==> src/core/tap_router_pkg.sv <==
// Constants, types and register map of the audio tap router.
// Assumes one 10 MHz clock and a 48 kHz sample schedule derived from it.
package tap_router_pkg;

    // Clock and sample rate
    localparam int CLK_HZ = 10_000_000;
    localparam int SAMPLE_HZ = 48_000;
    // Longest whole cycle count per sample period, rounded down
    localparam int SAMPLE_DIV = CLK_HZ / SAMPLE_HZ;
    localparam int DIV_W = 8;
    localparam logic [DIV_W-1:0] DIV_LAST = 8'(SAMPLE_DIV - 1);

    // Sample and tap sizes
    localparam int SAMPLE_W = 16;
    localparam int NUM_PTS = 16;
    localparam logic signed [SAMPLE_W-1:0] SMP_MAX = 16'sh7FFF;
    localparam logic signed [SAMPLE_W-1:0] SMP_MIN = -16'sh7FFF - 16'sh0001;

    // Register bus
    localparam int ADDR_W = 8;
    localparam logic [ADDR_W-1:0] CFG_RX_ADDR = 8'h00;
    localparam logic [ADDR_W-1:0] CFG_MIC_ADDR = 8'h04;
    localparam logic [ADDR_W-1:0] CFG_EXT1_ADDR = 8'h08;
    localparam logic [ADDR_W-1:0] CFG_EXT2_ADDR = 8'h0C;
    localparam logic [ADDR_W-1:0] CTRL_ADDR = 8'h10;
    localparam logic [ADDR_W-1:0] STATUS_ADDR = 8'h14;
    localparam int CTRL_LOCK_BIT = 0;
    localparam logic [31:0] CFG_RESET = 32'h0000_0000;

    // Tap points; code 0 means no tap
    typedef enum logic [3:0] {
        PT_NONE = 4'h0, RX_PT_ONE = 4'h1, RX_PT_TWO = 4'h2,
        RX_PT_FOUR = 4'h3, RX_PT_FIVE = 4'h4, RX_PT_SEVEN = 4'h5,
        RX_PT_TEN = 4'h6, TX_PT_THREE = 4'h7, TX_PT_FOUR = 4'h8,
        TX_PT_FIVE = 4'h9, TX_PT_EIGHT = 4'hA, TX_PT_TWELVE = 4'hB,
        TX_PT_THIRTEEN = 4'hC
    } tap_point_t;

    // Tap types
    typedef enum logic [2:0] {
        TT_NONE = 3'h0, TT_BYPASS_OUT = 3'h1, TT_SPLIT = 3'h2,
        TT_SPLICE = 3'h3, TT_BYPASS_IN = 3'h4, TT_COMBINE = 3'h5
    } tap_type_t;

    // Unmute conditions; transmit accepts only the talk-key code
    typedef enum logic [1:0] {
        UM_BUSY = 2'h0, UM_BUSY_SUB = 2'h1, UM_MUTE_OPEN = 2'h2,
        UM_EXCEPT_TX = 2'h3
    } unmute_t;
    localparam logic [1:0] UM_ON_KEY = 2'h0;

    // Transmit audio sources
    localparam logic [1:0] SRC_HEAD_MIC = 2'h0;
    localparam logic [1:0] SRC_ACC_MIC = 2'h1;
    localparam logic [1:0] SRC_INJECT = 2'h2;

    // One configuration word; bit 31 down to bit 0
    typedef struct packed {
        logic [5:0] rsvd_hi;
        logic [1:0] source;
        logic [1:0] rsvd_c;
        logic [1:0] in_unmute;
        logic rsvd_b;
        tap_type_t in_type;
        tap_point_t in_pt;
        logic [1:0] rsvd_a;
        logic [1:0] out_unmute;
        logic rsvd_0;
        tap_type_t out_type;
        tap_point_t out_pt;
    } tap_cfg_t;

    // Radio state seen by the router
    typedef struct packed {
        logic busy;
        logic sub_match;
        logic mute_open;
        logic microphone_talk_key;
        logic external_talk_key_one;
        logic external_talk_key_two;
    } radio_state_t;

    // Sample handed back into the audio path
    typedef struct packed {
        logic en;
        tap_point_t point;
        logic [SAMPLE_W-1:0] sample;
    } insert_t;

    // Active configuration set, one-hot
    typedef enum logic [3:0] {
        MODE_RX = 4'b0001, MODE_MIC = 4'b0010,
        MODE_EXT1 = 4'b0100, MODE_EXT2 = 4'b1000
    } mode_t;

endpackage

==> src/core/audio_tap_router.sv <==
// Audio tap router: extraction to the output converter, injection from
// the input converter, per-mode tap settings behind a small register port.
// Assumes the audio path samples and radio state come from logic on
// ref_clk; the injection converter word arrives from a pin.
//
// Summary of operation
// - Extracted samples go to converter once per 208 cycles, just above 48000/s.
// - Injection line sampled at 48 kHz into path.
// - Each talk key picks its own audio source.
// - Separate settings per mode; only active set applies.
// - Injection overwrites microphone unless both taps splice.
// - Receive tap-out points and types limited.
// - Receive tap-in only seven splice or ten.
// - Transmit tap-out points and types limited.
// - Transmit tap-in points and types limited.
// - Splice needs matching types, points and unmute.
// - Combine adds injection to receive audio.
// - Settings fixed once locked; no user change.
// - Receive unmute choices; no except-transmit with splice.
// - Transmit taps unmute only while key pressed.
//
// Strobed register access and the address map were decided locally.
`timescale 1ns/1ps
module audio_tap_router (
    input wire logic ref_clk,
    input wire logic rst,
    input wire logic [tap_router_pkg::ADDR_W-1:0] reg_addr,
    input wire logic [31:0] reg_wdata,
    input wire logic reg_wr,
    input wire logic reg_rd,
    output logic [31:0] reg_rdata,
    input wire tap_router_pkg::radio_state_t radio_state,
    input wire logic [tap_router_pkg::NUM_PTS-1:0]
        [tap_router_pkg::SAMPLE_W-1:0] path_taps,
    input wire logic [tap_router_pkg::SAMPLE_W-1:0] audio_inject_line,
    output logic inject_sample_strobe,
    output logic [tap_router_pkg::SAMPLE_W-1:0] audio_extract_line,
    output logic extract_load,
    output tap_router_pkg::insert_t path_insert,
    output logic divert_en,
    output tap_router_pkg::tap_point_t divert_point,
    output logic [1:0] tx_source_sel,
    output logic mic_overwrite
);
    import tap_router_pkg::*;

    // Out-tap point and type legality for one mode
    function automatic logic out_ok(input logic rx, input tap_cfg_t c);
        logic bo_sp;
        bo_sp = (c.out_type == TT_BYPASS_OUT) || (c.out_type == TT_SPLIT);
        if (c.out_type == TT_NONE) begin
            out_ok = 1'b1;
        end else if (rx) begin
            out_ok = (bo_sp && (c.out_pt inside {RX_PT_ONE, RX_PT_TWO,
                RX_PT_FOUR, RX_PT_FIVE, RX_PT_TEN}))
                || (c.out_pt == RX_PT_SEVEN && (bo_sp
                || c.out_type == TT_SPLICE));
        end else begin
            out_ok = (bo_sp && (c.out_pt inside {TX_PT_THREE, RX_PT_TEN}))
                || (c.out_pt == TX_PT_FOUR
                && c.out_type == TT_SPLICE);
        end
    endfunction

    // In-tap point and type legality for one mode
    function automatic logic in_ok(input logic rx, input tap_cfg_t c);
        if (c.in_type == TT_NONE) begin
            in_ok = 1'b1;
        end else if (rx) begin
            in_ok = (c.in_pt == RX_PT_SEVEN && c.in_type == TT_SPLICE)
                || (c.in_pt == RX_PT_TEN && (c.in_type == TT_BYPASS_IN
                || c.in_type == TT_COMBINE));
        end else begin
            in_ok = (c.in_type == TT_BYPASS_IN && (c.in_pt inside
                {TX_PT_THREE, TX_PT_FIVE, TX_PT_EIGHT, TX_PT_TWELVE,
                TX_PT_THIRTEEN}))
                || (c.in_pt == TX_PT_FOUR
                && c.in_type == TT_SPLICE);
        end
    endfunction

    // Whole-word legality, splice pairing and unmute choice
    function automatic logic cfg_ok(input logic rx, input tap_cfg_t c);
        logic osp;
        logic isp;
        logic pair;
        logic um;
        osp = (c.out_type == TT_SPLICE);
        isp = (c.in_type == TT_SPLICE);
        pair = (osp == isp) && (!osp || (c.in_pt == c.out_pt
            && c.in_unmute == c.out_unmute));
        if (rx) begin
            um = !(osp && c.out_unmute == UM_EXCEPT_TX);
        end else begin
            um = (c.out_type == TT_NONE || c.out_unmute == UM_ON_KEY)
                && (c.in_type == TT_NONE
                || c.in_unmute == UM_ON_KEY);
        end
        cfg_ok = out_ok(rx, c) && in_ok(rx, c) && pair && um;
    endfunction

    // Unmute condition evaluated against the radio state
    function automatic logic unmuted(input logic rx, input logic [1:0] u,
                                     input radio_state_t s, input logic key);
        if (!rx) begin
            unmuted = key;
        end else begin
            unique case (u)
                UM_BUSY: unmuted = s.busy;
                UM_BUSY_SUB: unmuted = s.busy && s.sub_match;
                UM_MUTE_OPEN: unmuted = s.mute_open;
                default: unmuted = !key;
            endcase
        end
    endfunction

    // Saturating add for combine
    function automatic logic [SAMPLE_W-1:0] sat_add(
        input logic [SAMPLE_W-1:0] a, input logic [SAMPLE_W-1:0] b);
        logic signed [SAMPLE_W:0] sum;
        sum = $signed({a[SAMPLE_W-1], a}) + $signed({b[SAMPLE_W-1], b});
        if (sum > $signed({1'b0, SMP_MAX})) begin
            sat_add = SMP_MAX;
        end else if (sum < $signed({1'b1, SMP_MIN})) begin
            sat_add = SMP_MIN;
        end else begin
            sat_add = sum[SAMPLE_W-1:0];
        end
    endfunction

    // Per-mode settings, held only in these registers
    tap_cfg_t cfg_reg [4];
    logic lock_reg; // Once set, only reset reopens the settings
    logic [31:0] rdata_reg;
    logic [DIV_W-1:0] div_reg;
    logic tick_reg; // 48 kHz enable, one cycle wide
    logic [SAMPLE_W-1:0] inj_meta_reg; // First stage, read by second only
    logic [SAMPLE_W-1:0] inj_sync_reg;
    mode_t mode_reg;
    mode_t mode_next;
    logic [SAMPLE_W-1:0] extract_reg;
    logic load_reg;
    logic strobe_reg;
    insert_t insert_reg;
    insert_t insert_next;
    logic divert_reg;
    tap_point_t divert_pt_reg;
    logic [1:0] src_reg;
    logic overwrite_reg;

    // Decoded bus accesses
    wire wr_cfg = reg_wr && !lock_reg && reg_addr[1:0] == 2'b00
        && reg_addr < CTRL_ADDR;
    wire [1:0] cfg_idx = reg_addr[3:2];
    wire wr_ctrl = reg_wr && reg_addr == CTRL_ADDR;

    // Talk key precedence: microphone, then external one, then two
    wire any_key = radio_state.microphone_talk_key
        || radio_state.external_talk_key_one
        || radio_state.external_talk_key_two;
    assign mode_next = radio_state.microphone_talk_key ? MODE_MIC
        : radio_state.external_talk_key_one ? MODE_EXT1
        : radio_state.external_talk_key_two ? MODE_EXT2
        : MODE_RX;

    // Active set, chosen only by the current mode
    wire [1:0] act_idx = mode_reg[1] ? 2'd1 : mode_reg[2] ? 2'd2
        : mode_reg[3] ? 2'd3 : 2'd0;
    wire tap_cfg_t act = cfg_reg[act_idx];
    wire act_rx = mode_reg[0];
    wire [3:0] valid_vec;
    assign valid_vec[0] = cfg_ok(1'b1, cfg_reg[0]);
    assign valid_vec[1] = cfg_ok(1'b0, cfg_reg[1]);
    assign valid_vec[2] = cfg_ok(1'b0, cfg_reg[2]);
    assign valid_vec[3] = cfg_ok(1'b0, cfg_reg[3]);
    wire act_ok = valid_vec[act_idx];

    // Unmute state of each tap in the active set
    wire out_on = act_ok && act.out_type != TT_NONE
        && unmuted(act_rx, act.out_unmute, radio_state, any_key);
    wire in_on = act_ok && act.in_type != TT_NONE
        && unmuted(act_rx, act.in_unmute, radio_state, any_key);
    wire both_splice = act.in_type == TT_SPLICE
        && act.out_type == TT_SPLICE;
    wire mic_src = act.source == SRC_HEAD_MIC || act.source == SRC_ACC_MIC;

    // Sample picked at the out point; silence while muted
    wire [SAMPLE_W-1:0] tap_sample = out_on ? path_taps[act.out_pt]
        : '0;

    // Returned sample: combine adds, bypass in and splice replace
    wire [SAMPLE_W-1:0] ret_sample = (act.in_type == TT_COMBINE)
        ? sat_add(path_taps[act.in_pt], inj_sync_reg)
        : inj_sync_reg;
    // Muted or invalid in-tap hands back nothing, point and sample too
    assign insert_next = insert_t'(in_on ? {1'b1, act.in_pt, ret_sample}
        : 21'h00000);

    // Status word: mode, validity, lock, unmute states
    wire [31:0] status_word = {21'h000000, in_on, out_on, lock_reg,
        valid_vec, mode_reg};
    wire [31:0] rd_word = (reg_addr == STATUS_ADDR) ? status_word
        : (reg_addr == CTRL_ADDR) ? {31'h00000000, lock_reg}
        : (reg_addr[1:0] == 2'b00 && reg_addr < CTRL_ADDR)
        ? cfg_reg[cfg_idx] : 32'h0000_0000;

    // Settings store; writes refused after lock
    always_ff @(posedge ref_clk or posedge rst) begin
        if (rst) begin
            for (int i = 0; i < 4; i++) begin
                cfg_reg[i] <= CFG_RESET;
            end
        end else if (wr_cfg) begin
            cfg_reg[cfg_idx] <= reg_wdata;
        end
    end

    // Lock bit sets and stays set until reset
    always_ff @(posedge ref_clk or posedge rst) begin
        if (rst) begin
            lock_reg <= 1'b0;
        end else if (wr_ctrl && reg_wdata[CTRL_LOCK_BIT]) begin
            lock_reg <= 1'b1;
        end
    end

    // Read data for exactly one cycle after the strobe
    always_ff @(posedge ref_clk or posedge rst) begin
        if (rst) begin
            rdata_reg <= 32'h0000_0000;
        end else begin
            rdata_reg <= reg_rd ? rd_word : 32'h0000_0000;
        end
    end

    // Sample rate divider; 208 cycles gives a rate slightly above 48 kHz
    always_ff @(posedge ref_clk or posedge rst) begin
        if (rst) begin
            div_reg <= '0;
            tick_reg <= 1'b0;
        end else if (div_reg == DIV_LAST) begin
            div_reg <= '0;
            tick_reg <= 1'b1;
        end else begin
            div_reg <= div_reg + 8'h01;
            tick_reg <= 1'b0;
        end
    end

    // Converter word crosses in two stages; the converter holds it
    // steady between strobes, so no bit can be caught mid-change
    always_ff @(posedge ref_clk or posedge rst) begin
        if (rst) begin
            inj_meta_reg <= '0;
            inj_sync_reg <= '0;
        end else begin
            inj_meta_reg <= audio_inject_line;
            inj_sync_reg <= inj_meta_reg;
        end
    end

    // Mode follows the talk keys
    always_ff @(posedge ref_clk or posedge rst) begin
        if (rst) begin
            mode_reg <= MODE_RX;
        end else begin
            mode_reg <= mode_next;
        end
    end

    // Per-sample outputs, all updated on the 48 kHz enable
    always_ff @(posedge ref_clk or posedge rst) begin
        if (rst) begin
            extract_reg <= '0;
            insert_reg <= '0;
        end else if (tick_reg) begin
            extract_reg <= tap_sample;
            insert_reg <= insert_next;
        end
    end

    // Strobes mark each sample period
    always_ff @(posedge ref_clk or posedge rst) begin
        if (rst) begin
            load_reg <= 1'b0;
            strobe_reg <= 1'b0;
        end else begin
            load_reg <= tick_reg;
            strobe_reg <= tick_reg;
        end
    end

    // Path control levels
    always_ff @(posedge ref_clk or posedge rst) begin
        if (rst) begin
            divert_reg <= 1'b0;
            divert_pt_reg <= PT_NONE;
            src_reg <= SRC_HEAD_MIC;
            overwrite_reg <= 1'b0;
        end else begin
            // Bypass out stops the path; split leaves it untouched
            divert_reg <= out_on
                && act.out_type == TT_BYPASS_OUT;
            divert_pt_reg <= act.out_pt;
            // Receive keeps the last key's choice harmlessly
            if (!act_rx) begin
                src_reg <= act.source;
            end
            overwrite_reg <= !act_rx && mic_src && in_on
                && !both_splice;
        end
    end

    assign reg_rdata = rdata_reg;
    assign audio_extract_line = extract_reg;
    assign extract_load = load_reg;
    assign inject_sample_strobe = strobe_reg;
    assign path_insert = insert_reg;
    assign divert_en = divert_reg;
    assign divert_point = divert_pt_reg;
    assign tx_source_sel = src_reg;
    assign mic_overwrite = overwrite_reg;

endmodule

==> config.mk <==
export PLATFORM = sky130hd
export DESIGN_NAME = audio_tap_router
export DESIGN_NICKNAME = d
export VERILOG_FILES = /design/src/core/tap_router_pkg.sv /design/src/core/audio_tap_router.sv
export SDC_FILE = /design/constraint.sdc
export NUM_CORES = 1
export LEC_CHECK = 0
export ABC_AREA = 0
export BUFFER_PORTS_ARGS = -buffer_cell sky130_fd_sc_hd__buf_2
export CAP_MARGIN = 20
export CORE_MARGIN = 5
export CORE_UTILIZATION = 39
export CTS_BUF_LIST = sky130_fd_sc_hd__clkbuf_2
export DETAILED_ROUTE_END_ITERATION = 12
export GPL_TIMING_DRIVEN = 0
export PLACE_DENSITY_LB_ADDON = 0.2
export SLEW_MARGIN = 10
export SYNTH_ARGS = -nofsm -noshare
export SYNTH_HDL_FRONTEND = slang
export SYNTH_SLANG_ARGS = --single-unit
==> constraint.sdc <==
create_clock -name ref_clk -period 10.4 [get_ports ref_clk]
set_clock_uncertainty 0.1 [all_clocks]
set_input_delay 1.04 -clock ref_clk [delete_from_list [all_inputs] [get_ports ref_clk]]
set_output_delay 1.04 -clock ref_clk [all_outputs]
set_load 0.01 [all_outputs]
# Word level (Yosys, flattened, before mapping)
# Cells that the tools add are included.
[op_classes] n_mux=44 n_lt_le_gt_ge=9 n_bitwise=2 reduce_logical=120 addsub=2 eq_ne=81
[ops] op="32-bit 2-to-1 mux" count=7
[ops] op="16-bit binary-select mux with 4-bit select" count=2
[ops] op="32-bit binary-select mux with 2-bit select" count=2
[ops] op="128-bit bitwise mux" count=1
[ops] op="16-bit 2-to-1 mux" count=6
[ops] op="4-bit == test (second input constant)" count=18
[ops] op="32-bit demux with 2-bit select" count=1
[ops] op="1-bit logical AND" count=57
[ops] op="4-bit by 3-bit == test with 1-bit output (second input constant)" count=14
[ops] op="26-bit 2-to-1 mux" count=2
[ops] op="3-bit by 2-bit == test with 1-bit output (second input constant)" count=14
[ops] op="1-bit logical OR" count=27
[ops] op="3-bit logical NOT" count=8
[ops] op="21-bit 2-to-1 mux" count=1
[ops] op="2-bit logical NOT" count=10
[ops] op="5-bit nonzero test" count=4
[ops] op="3-bit == test (second input constant)" count=6
[ops] op="16-bit by 16-bit adder with 17-bit output" count=1
[ops] op="17-bit by 16-bit > comparator with 1-bit output (second input constant)" count=1
[ops] op="17-bit by 16-bit < comparator with 1-bit output (second input constant)" count=1
[ops] op="4-bit == test" count=4
[ops] op="8-bit by 5-bit == test with 1-bit output (second input constant)" count=2
[ops] op="3-bit by 1-bit == test with 1-bit output (second input constant)" count=5
[ops] op="1-bit 2-to-1 mux" count=12
[ops] op="22 further kinds" count=52
[totals] out_inout_bits=79 ff_bits=252

# Logic depth before layout (Yosys ltp)
# Gate-level depths: netlist (run 1).
[logic_depth] ltp_word=15 mapped_depth=21 mapped_depth_nobuf=16

# Worst setup path after synthesis (run 1)
# OpenSTA, ideal clock, no wires.
[synth_path] path_type="register -> register" startpoint="register mode_reg[3]" endpoint="register insert_reg, in the netlist path_insert[10]" setup_slack_ns=5.517 arrival_time_ns=4.643 stages_incl_launch_ff=21 synth_period_minus_slack_ns=4.883 path_cell_list="dfrtp_1 > buf_4 > buf_6 > mux2_2 > nand2_1 > a21oi_1 > a21oi_1 > buf_4 > buf_4 > mux4_2 > mux2i_1 > mux2i_1 > ha_1 > fa_1 > a211oi_1 > o21ai_0 > a21oi_1 > o221a_2 > a31oi_2 > o2111ai_1 > o2bb2ai_1"
[synth_between] elab_chain_len=15
[synth_rtl] item="start, declared" line_no="audio_tap_router.sv:139" source="mode_t mode_reg;"
[synth_rtl] item="start signal, assigned" line_no="audio_tap_router.sv:267" source="mode_reg <= mode_next;"
[synth_rtl] item="2-bit 2-to-1 mux *" line_no="audio_tap_router.sv:168" source=": mode_reg[3] ? 2'd3 : 2'd0;"
[synth_rtl] item="2-bit 2-to-1 mux * (2 in a row)" line_no="audio_tap_router.sv:167" source="wire [1:0] act_idx = mode_reg[1] ? 2'd1 : mode_reg[2] ? 2'd2"
[synth_rtl] item="2-bit inverter with 3-bit output (implied by the code)" line_no="audio_tap_router.sv:169" source="wire tap_cfg_t act = cfg_reg[act_idx];"
[synth_rtl] item="32-bit binary-select mux with 2-bit select" line_no="audio_tap_router.sv:169"
[synth_rtl] item="26-bit 2-to-1 mux (implied by the code) (2 in a row)" line_no="audio_tap_router.sv:169"
[synth_rtl] item="16-bit binary-select mux with 4-bit select" line_no="audio_tap_router.sv:193" source="? sat_add(path_taps[act.in_pt], inj_sync_reg)"
[synth_rtl] item="16-bit 2-to-1 mux (implied by the code)" line_no="audio_tap_router.sv:193"
[synth_rtl] item="16-bit by 16-bit adder with 17-bit output" line_no="audio_tap_router.sv:121" source="sum = $signed({a[SAMPLE_W-1], a}) + $signed({b[SAMPLE_W-1], b});"
[synth_rtl] item="17-bit by 16-bit < comparator with 1-bit output" line_no="audio_tap_router.sv:124" source="end else if (sum < $signed({1'b1, SMP_MIN})) begin"
[synth_rtl] item="16-bit 2-to-1 mux" line_no="audio_tap_router.sv:124"
[synth_rtl] item="16-bit 2-to-1 mux" line_no="audio_tap_router.sv:122" source="if (sum > $signed({1'b0, SMP_MAX})) begin"
[synth_rtl] item="16-bit 2-to-1 mux" line_no="audio_tap_router.sv:193"
[synth_rtl] item="21-bit 2-to-1 mux *" line_no="audio_tap_router.sv:196" source="assign insert_next = insert_t'(in_on ? {1'b1, act.in_pt, ret_sample}"
[synth_rtl] item="end signal, assigned" line_no="audio_tap_router.sv:278" source="insert_reg <= insert_next;"
[synth_rtl] item="end, declared" line_no="audio_tap_router.sv:144" source="insert_t insert_reg;"
# Every way passes the cells marked *; elsewhere a longest branch is shown, timed or not. The select of a mux whose other input is x is not followed.
# A chain may end at the register's enable or synchronous reset.

# Worst setup path after layout (run 1)
[layout_path] startpoint="register mode_reg[1]" endpoint="register insert_reg, in the netlist path_insert[5]"
[layout_between] elab_chain_len=13
[layout_rtl] item="2-bit 2-to-1 mux *" line_no="audio_tap_router.sv:167"
[layout_rtl] item="2-bit inverter with 3-bit output (implied by the code)" line_no="audio_tap_router.sv:169"
[layout_rtl] item="32-bit binary-select mux with 2-bit select" line_no="audio_tap_router.sv:169"
[layout_rtl] item="26-bit 2-to-1 mux (implied by the code) (2 in a row)" line_no="audio_tap_router.sv:169"
[layout_rtl] item="16-bit binary-select mux with 4-bit select" line_no="audio_tap_router.sv:193"
[layout_rtl] item="16-bit 2-to-1 mux (implied by the code)" line_no="audio_tap_router.sv:193"
[layout_rtl] item="16-bit by 16-bit adder with 17-bit output" line_no="audio_tap_router.sv:121"
[layout_rtl] item="17-bit by 16-bit < comparator with 1-bit output" line_no="audio_tap_router.sv:124"
[layout_rtl] item="16-bit 2-to-1 mux" line_no="audio_tap_router.sv:124"
[layout_rtl] item="16-bit 2-to-1 mux" line_no="audio_tap_router.sv:122"
[layout_rtl] item="16-bit 2-to-1 mux" line_no="audio_tap_router.sv:193"
[layout_rtl] item="21-bit 2-to-1 mux *" line_no="audio_tap_router.sv:196"
# Marks and branches as above.

==> results of run 1 <==
==> final cells by class <==
| cell class | count | area share, % |
|---|---|---|
| timing repair buffer | 413 | 10.6 |
| buffer | 109 | 2.49 |
| tap | 585 | 3.56 |
| multi-input combinational | 1098 | 48.9 |
| inverter | 18 | 0.365 |
| sequential | 252 | 30.6 |
| clock buffer | 101 | 2.46 |
| clock inverter | 29 | 0.790 |
| antenna | 21 | 0.255 |
==> per-layer routing <==
| layer | GRT usage (%) | vias to the layer above |
|---|---|---|
| li1 | - | 6799 |
| met5 | 0 | - |
| met3 | 8.06 | 186 |
| met2 | 45.0 | 943 |
| met1 | 39.7 | 7949 |
| met4 | 11.6 | 10 |
==> synthesized netlist by cell type (all sizes together), types with 4 or more instances <==
library cell | number | area [µm²]
dfrtp | 251 | 6280
mux2i | 178 | 1780
mux2 | 153 | 1730
mux4 | 96 | 2170
nand2 | 86 | 323
o22ai | 61 | 382
buf | 59 | 325
clkbuf | 50 | 188
nor2 | 48 | 180
a21oi | 47 | 243
o21ai | 44 | 220
nor2b | 33 | 206
and3 | 30 | 188
xnor2 | 29 | 254
a31oi | 23 | 150
o31ai | 23 | 173
a221o | 19 | 190
inv | 18 | 67.6
a22oi | 17 | 141
ha | 17 | 213
nor4 | 17 | 106
nand3 | 15 | 80.1
nor3 | 15 | 75.1
nand2b | 10 | 62.6
o2bb2ai | 10 | 87.6
a211oi | 9 | 72.6
and2 | 9 | 56.3
and3b | 9 | 78.8
nand4 | 8 | 56.3
xor2 | 7 | 61.3
nor3b | 6 | 45.0
o41ai | 6 | 82.6
a22o | 5 | 43.8
nand3b | 5 | 37.5
o221ai | 5 | 50.0
a2bb2oi | 4 | 35.0
o21a | 4 | 30.0
==> kinds of logic after synthesis <==
family          after synthesis  synth area share, %
flops                       252                 37.2
fa+ha+maj                    18                 1.37
mux                         427                 33.5
simple gates                304                 9.44
compound gates              313                 13.2
buf+inv                     127                 3.42
xor+xnor                     36                 1.86
==> cells in the final DEF (no fill, tap or decap), drive strengths merged, types with 29 or more instances in the layout <==
master / synthesis / routed
buf: 59 / 460
dfrtp: 251 / 251
mux2i: 178 / 178
mux2: 153 / 153
clkbuf: 50 / 151
mux4: 96 / 96
nand2: 86 / 86
o22ai: 61 / 61
nor2: 48 / 48
a21oi: 47 / 47
o21ai: 44 / 44
nor2b: 33 / 33
and3: 30 / 30
xnor2: 29 / 29
==> worst max-delay path by stage <==
stage | startpoint | end | slack, ns | depth (start not counted)
6_report | mode_reg[1]$_DFF_PP0_ | path_insert[5]$_DFFE_PP0P_ | 4.02 | 18
5_1_grt | mode_reg[1]$_DFF_PP0_ | path_insert[7]$_DFFE_PP0P_ | 3.60 | 18
4_1_cts | mode_reg[1]$_DFF_PP0_ | path_insert[4]$_DFFE_PP0P_ | 4.13 | 18
3_5_place_dp | mode_reg[1]$_DFF_PP0_ | path_insert[4]$_DFFE_PP0P_ | 4.16 | 18
3_3_place_gp | rst | cfg_reg[106]$_DFFE_PP0P_ | -0.55 | 2
2_1_floorplan | rst | audio_extract_line[0]$_DFFE_PP0P_ | 2.33 | 1
==> worst register-to-register path, cell delays in order, from the launching register on <==
cell                        delay (ns)
sky130_fd_sc_hd__dfrtp_1          0.39
sky130_fd_sc_hd__buf_2            0.26
sky130_fd_sc_hd__buf_4            0.22
sky130_fd_sc_hd__buf_2            0.24
sky130_fd_sc_hd__buf_1            0.52
sky130_fd_sc_hd__a21oi_1          0.10
sky130_fd_sc_hd__a21oi_2          0.42
sky130_fd_sc_hd__buf_2            0.45
sky130_fd_sc_hd__mux2i_1          0.26
sky130_fd_sc_hd__mux2i_1          0.17
sky130_fd_sc_hd__ha_1             0.32
sky130_fd_sc_hd__fa_1             0.46
sky130_fd_sc_hd__a211oi_1         0.32
sky130_fd_sc_hd__o21ai_0          0.22
sky130_fd_sc_hd__a21oi_1          0.35
sky130_fd_sc_hd__o221a_2          0.33
sky130_fd_sc_hd__a31oi_2          0.23
sky130_fd_sc_hd__o2111ai_1        0.69
sky130_fd_sc_hd__o2bb2ai_1        0.16
==> report_power, final <==
part | internal, mW | switching, mW | total (mW)
Sequential | 1.01 | 0.0423 | 1.05
Combinational | 0.269 | 0.348 | 0.617
Clock | 0.294 | 0.463 | 0.757
Total | 1.57 | 0.853 | 2.43
==> summary.md, run 1 <==
Outcome
* finished, final reports clean — status

Finish
* 0.00631 mm² — area used by sequential logic in the layout
* 2,626 — Non-Filler Instances
* 40.8% — share of post-route cells with drive strength above 1
* 21.4% — Syn-to-layout area delta
* 0.0101 mm² — area of the multi-input gates
* 4,062 — filler instances
* 0.0206 mm² — post-route standard cell area excluding fillers
* 128 — max FFs per register
* 2,304 — count of nets after finishing
* 47.8% — final core occ

Worst setup path
* 5 — crit path buf inv count
* 0.69 ns — delay of the slowest cell on the worst path
* sky130_fd_sc_hd__buf_2 — most prevalent standard cell on the critical path
* 10 — largest fanout of any net on the critical path
* 4.02 ns — setup slack on the worst flop-to-flop path
* compound AO/OA/AOI/OAI gates — CP delay by family, top
* 7.10 ns — endpoint arrival time on the critical path
* mode_reg[1]$_DFF_PP0_ — launch point of the worst reg-to-reg path
* 11.12 ns — Worst EP required
* path_insert[5]$_DFFE_PP0P_ — reg-to-reg critical path endpoint
* reg -> reg — crit path kind
* 18 — worst r2r path cells
* buf_2, buf_4, buf_2, buf_1, a21oi_1, a21oi_2, buf_2, mux2i_1, mux2i_1, ha_1, fa_1, a211oi_1, o21ai_0, a21oi_1, o221a_2, a31oi_2, o2111ai_1, o2bb2ai_1 — cell-by-cell listing of the critical path
* sky130_fd_sc_hd__o2111ai_1 — slowest cell on the critical path
* flip-flop — Critical Path End Type
* flip-flop — Worst setup SP type

Logic synthesis
* 252 — number of synthesized register bits
* 37.2% — sequential area share after synthesis
* 83 — Synth cell types
* 11.5 µm² — average instance area after synthesis
* 0 — warning count from the yosys run
* 100% — share of synthesized registers carrying an async set or reset
* sky130_fd_sc_hd__dfrtp_1 — Main synth FF type
* 1,477 — Mapped Cells
* 0 — number of flops mapped to enable cells by yosys
* 0.0170 mm² — Synth Cell Area
* 1,817 — Syn Nets

Clocking
* 72 — number of clock buffers inserted by TritonCTS
* 3 — maximum count of clock buffers along a single path
* 0 — Post-CTS Setup Repair Bufs
* sky130_fd_sc_hd__clkbuf_2 — Root Buffer Master
* 0.09 ns — clock transition at the register clock pins on the worst setup and hold paths after CTS
* 252 — CTS Sinks
* 12 — total of hold buffers inserted after clock tree synthesis
* 0 — cts repair resizes
* yes — clock tree from TritonCTS
* 1.08 ns — latest clock arrival within the worst-skew pair
* 3 — H-tree lvl count

Worst hold path
* inj_meta_reg[3]$_DFF_PP0_ — hold worst-path end
* in -> reg — classification of the worst-slack hold path
* 1 — WHS Path Cells
* audio_inject_line[3] — HP Start

Timing
* 0 — total setup violations reported at the end of the flow
* 6.38 ns — Period minus WS final
* 0.157 GHz — highest clock frequency the design can meet
* false — unrepaired setup endpoints after global routing
* 0 ns — final total negative setup slack
* 0 — max-slew violation count
* 36.6% — normalized max-slew margin
* 0 — number of hold-slack violations in the final timing report
* 61.3% — post-route clock period utilization
* 0.951 ns — Worst Tran Pin Value
* 0.0792 ns — final worst hold slack
* 4.02 ns — final worst-path setup slack

Drt
* 27.8 µm — Routed WL per cell
* 29,700 µm — met1 routed wirelength after detailed routing
* 6.05 — vias per cell
* 7360 µm — amount of wire on met3 after detailed routing
* 33,400 µm — routed length on met2
* 6 — number of iterations in the first detailed-routing pass
* 0 — DRC violations left
* 0 — Routed Antenna Nets
* 1,793 — number of design-rule violations left by the first detailed-router iteration
* 15,887 — total number of vias
* 73,100 µm — Final Routed Wirelength
* met5 — top layer reached by signal wires

Global route
* 24 — number of antenna violations at the first check in global routing
* 0 — overflow left after global routing
* 104,000 µm — global-route wire length before repair
* 99 — pin count of the biggest net entering global routing
* 29.4% — Total Routing Usage GR
* 15,508 — number of global-route vias before repair

Floorplan
* 218 µm — vertical die dimension
* 401 — top-level port count
* 218 µm — Chip Width
* 0.0431 mm² — core region area
* 39.4% — Initial Utilization
* 0.0477 mm² — die area
* 76 — standard-cell rows

Placed design
* 56,500 µm — placed wire-length estimate
* 399 — count of input and output buffers
* 0.993 — final weighted congestion of routability-driven global placement
* 0.0197 mm² — standard cell area after detailed placement
* 2,463 — placed insts
* 4.16 ns — pre-CTS setup slack

Job
* 0 — count of max-cap constraint violations

Power
* 9.72 nW — leak pwr
* 2.43 mW — Tot Pwr
* 118 mW/mm² — Power Dens Cells
* 0.0711 mV — IR Drop Worst-Case VDD

No activity file was read; power rests on OpenSTA's default activity.
==> run 2: changes to the inputs <==
- clock period: 10.4 -> 5.2 ns (I/O delays scaled with it)
==> run 2 against run 1 <==
Net effect:
- sequential power rose by 100%
- count of clock-buffer cells in the layout is 1 lower
- combinational power up 140%
- first-iteration DRC count decreased by 2.8%
- sequential share of layout area decreased by 2.7 points
- clock power grew 99%
- hold slack got worse by 0.0056 ns
- critical endpoint is now path_insert[9]$_DFFE_PP0P_
- largest cell class unchanged
- largest power group unchanged
- highest routed layer unchanged
==> summary.md, run 2 (same netlist as run 1, synthesis figures left out) <==
Clocking
* 3 — H-tree lvl count, unchanged
* 70 — number of clock buffers inserted by TritonCTS, -2.8%
* sky130_fd_sc_hd__clkbuf_2 — Root Buffer Master
* 3 — maximum count of clock buffers along a single path, unchanged
* yes — clock tree from TritonCTS
* 1.01 ns — latest clock arrival within the worst-skew pair, -0.07 ns
* 0.09 ns — clock transition at the register clock pins on the worst setup and hold paths after CTS, about the same
* 252 — CTS Sinks, unchanged

Floorplan
* 0.0477 mm² — die area, unchanged
* 39.4% — Initial Utilization, unchanged
* 0.0431 mm² — core region area, unchanged
* 401 — top-level port count, unchanged
* 218 µm — vertical die dimension, unchanged
* 76 — standard-cell rows, unchanged
* 218 µm — Chip Width, unchanged

Placed design
* 56,800 µm — placed wire-length estimate, +0.53%
* 0.963 — final weighted congestion of routability-driven global placement, -3.0%
* -1.01 ns — pre-CTS setup slack, -5.17 ns
* 399 — count of input and output buffers, unchanged

Timing
* 0 — max-slew violation count, unchanged
* 0.198 GHz — highest clock frequency the design can meet, +27%
* 0.906 ns — Worst Tran Pin Value, -0.0451 ns
* 0 — number of hold-slack violations in the final timing report, unchanged
* 96.9% — post-route clock period utilization, +36 points
* 0 — total setup violations reported at the end of the flow, unchanged
* 5.04 ns — Period minus WS final, -1.34 ns
* 0 ns — final total negative setup slack, unchanged
* 0.161 ns — final worst-path setup slack, -3.86 ns
* 39.6% — normalized max-slew margin, +3.0 points

Drt
* 74,700 µm — Final Routed Wirelength, +2.2%
* 26.9 µm — Routed WL per cell, -3.3%
* 1,742 — number of design-rule violations left by the first detailed-router iteration, -2.8%
* 6 — number of iterations in the first detailed-routing pass, unchanged
* 5.97 — vias per cell, -1.2%
* 0 — Routed Antenna Nets, unchanged
* 16,574 — total number of vias, +4.3%
* 0 — DRC violations left, unchanged

Power
* 0.153 mV — IR Drop Worst-Case VDD, +110%
* 225 mW/mm² — Power Dens Cells, +90%
* 10.4 nW — leak pwr, +7.0%

Finish
* sky130_fd_sc_hd__buf_2, sky130_fd_sc_hd__dfrtp_1, sky130_fd_sc_hd__mux2i_1, sky130_fd_sc_hd__mux2_2, sky130_fd_sc_hd__dlygate4sd3_1 — commonest cells after routing, fill and taps aside
* 41.9% — share of post-route cells with drive strength above 1, +1.1 points
* 2,460 — count of nets after finishing, +6.8%
* sky130_fd_sc_hd__buf_2 — most common cell after layout, fill and taps aside
* 33.3% — Syn-to-layout area delta
* 128 — max FFs per register, unchanged
* 52.4% — final core occ, +4.7 points

Global route
* 0 — overflow left after global routing, unchanged
* 16,409 — number of global-route vias before repair, +5.8%
* 39 — pin count of the biggest net entering global routing, -61%
* 29.7% — Total Routing Usage GR, +0.37 points
* 16 — number of antenna violations at the first check in global routing, -33%
* 106,000 µm — global-route wire length before repair, +2.2%

Worst setup path
* reg -> reg — crit path kind
* 0.54 ns — delay of the slowest cell on the worst path, -0.15 ns
* mode_reg[3]$_DFF_PP0_ — CP Launch Point
* mode_reg[3]$_DFF_PP0_ — launch point of the worst reg-to-reg path
* sky130_fd_sc_hd__mux4_2 — slowest cell on the critical path
* 5.79 ns — endpoint arrival time on the critical path, -1.31 ns
* flip-flop — Worst setup SP type
* buf_6, buf_12, mux2_2, nand2_1, a21oi_1, a21oi_2, buf_4, buf_8, buf_12, mux4_2, mux2i_1, mux2i_2, ha_1, a211o_1, a211oi_2, nor3_2, or2_4, o311ai_4, buf_6, a21oi_1, o41ai_2 — cell-by-cell listing of the critical path
* 0.16 ns — setup slack on the worst flop-to-flop path, -3.86 ns
* 5 — largest fanout of any net on the critical path, -5
* flip-flop — Critical Path End Type
* 5.95 ns — Worst EP required, -5.17 ns

Worst hold path
* in -> async — classification of the worst-slack hold path

Outcome
* finished, final reports clean — status

Job
* 0 — count of max-cap constraint violations, unchanged

run 2: cell count changes in the layout (fill, tap and decap cells not counted), sizes merged:
cell,before,now
bufinv,1,2
buf,460,498
clkbuf,151,154
clkinv,23,16
inv,20,17
dlygate4sd3,12,128
run 2: where the power goes:
part	internal [mW]	total [mW]	switching, mW	leakage, nW
clock network	0.619	1.51	0.894	0.479
logic	0.706	1.45	0.747	6.66
registers	2.02	2.11	0.0842	3.26
run 2: metal layers:
layer | share of wire (%) | track usage [%]
met1 | 38 | 38.0
met2 | 47 | 48.1
met3 | 9.9 | 7.55
met4 | 5.1 | 12.7
met5 | 0.027 | 0
run 2: repair_timing:
action | 4_1_cts | 5_1_grt
pin swaps | 4 | 14
hold buffers | 128 | 0
gates cloned | 0 | 5
setup buffers | 9 | 22
hold endpoints to repair | 266 | 0
endpoints found under the setup margin | 16 | 15
resized for setup | 38 | 62
run 2: worst paths after layout:
check / endpoint / depth (start not counted)
worst max-delay path: path_insert[9]$_DFFE_PP0P_ / 21
worst min-delay path: inj_sync_reg[3]$_DFF_PP0_ / 3
worst max register to register: path_insert[9]$_DFFE_PP0P_ / 21
worst min register to register: inj_sync_reg[5]$_DFF_PP0_ / 0
max in group asynchronous: cfg_reg[22]$_DFFE_PP0P_ / 7
min in group ref_clk: inj_meta_reg[10]$_DFF_PP0_ / 2
run 2: through the flow:
stage	std cells	power (mW)	area [µm²]	hold WS, ns
6_report	2774	5.07	22600	0.0736
5_1_grt	2768	5.32	22600	0.0386
4_1_cts	2725	5.01	22000	0.000496
3_5_place_dp	2468	3.34	19800	0.236
3_3_place_gp	2461	3.32	19700	0.233
2_1_floorplan	1477	2.85	17000	0.231
run 2: worst max-delay path, delay by kind of cell, from the launching register on:
family	cells	cell delay, ns
fa+ha+maj	1	0.34
mux	4	1.24
simple gates	3	0.41
compound gates	7	1.67
flops	1	0.35
buf+inv	6	0.81
run 2: area by class of cell:
type	count	area [µm²]
Clock inverter	20	151
Buffer	109	639
Clock buffer	100	500
Multi-Input combinational cell	1098	10400
Inverter	18	71.3
Timing Repair Buffer	571	3770
Fill cell	3983	20500
Tap cell	585	732
Antenna cell	21	52.6
Sequential cell	252	6310
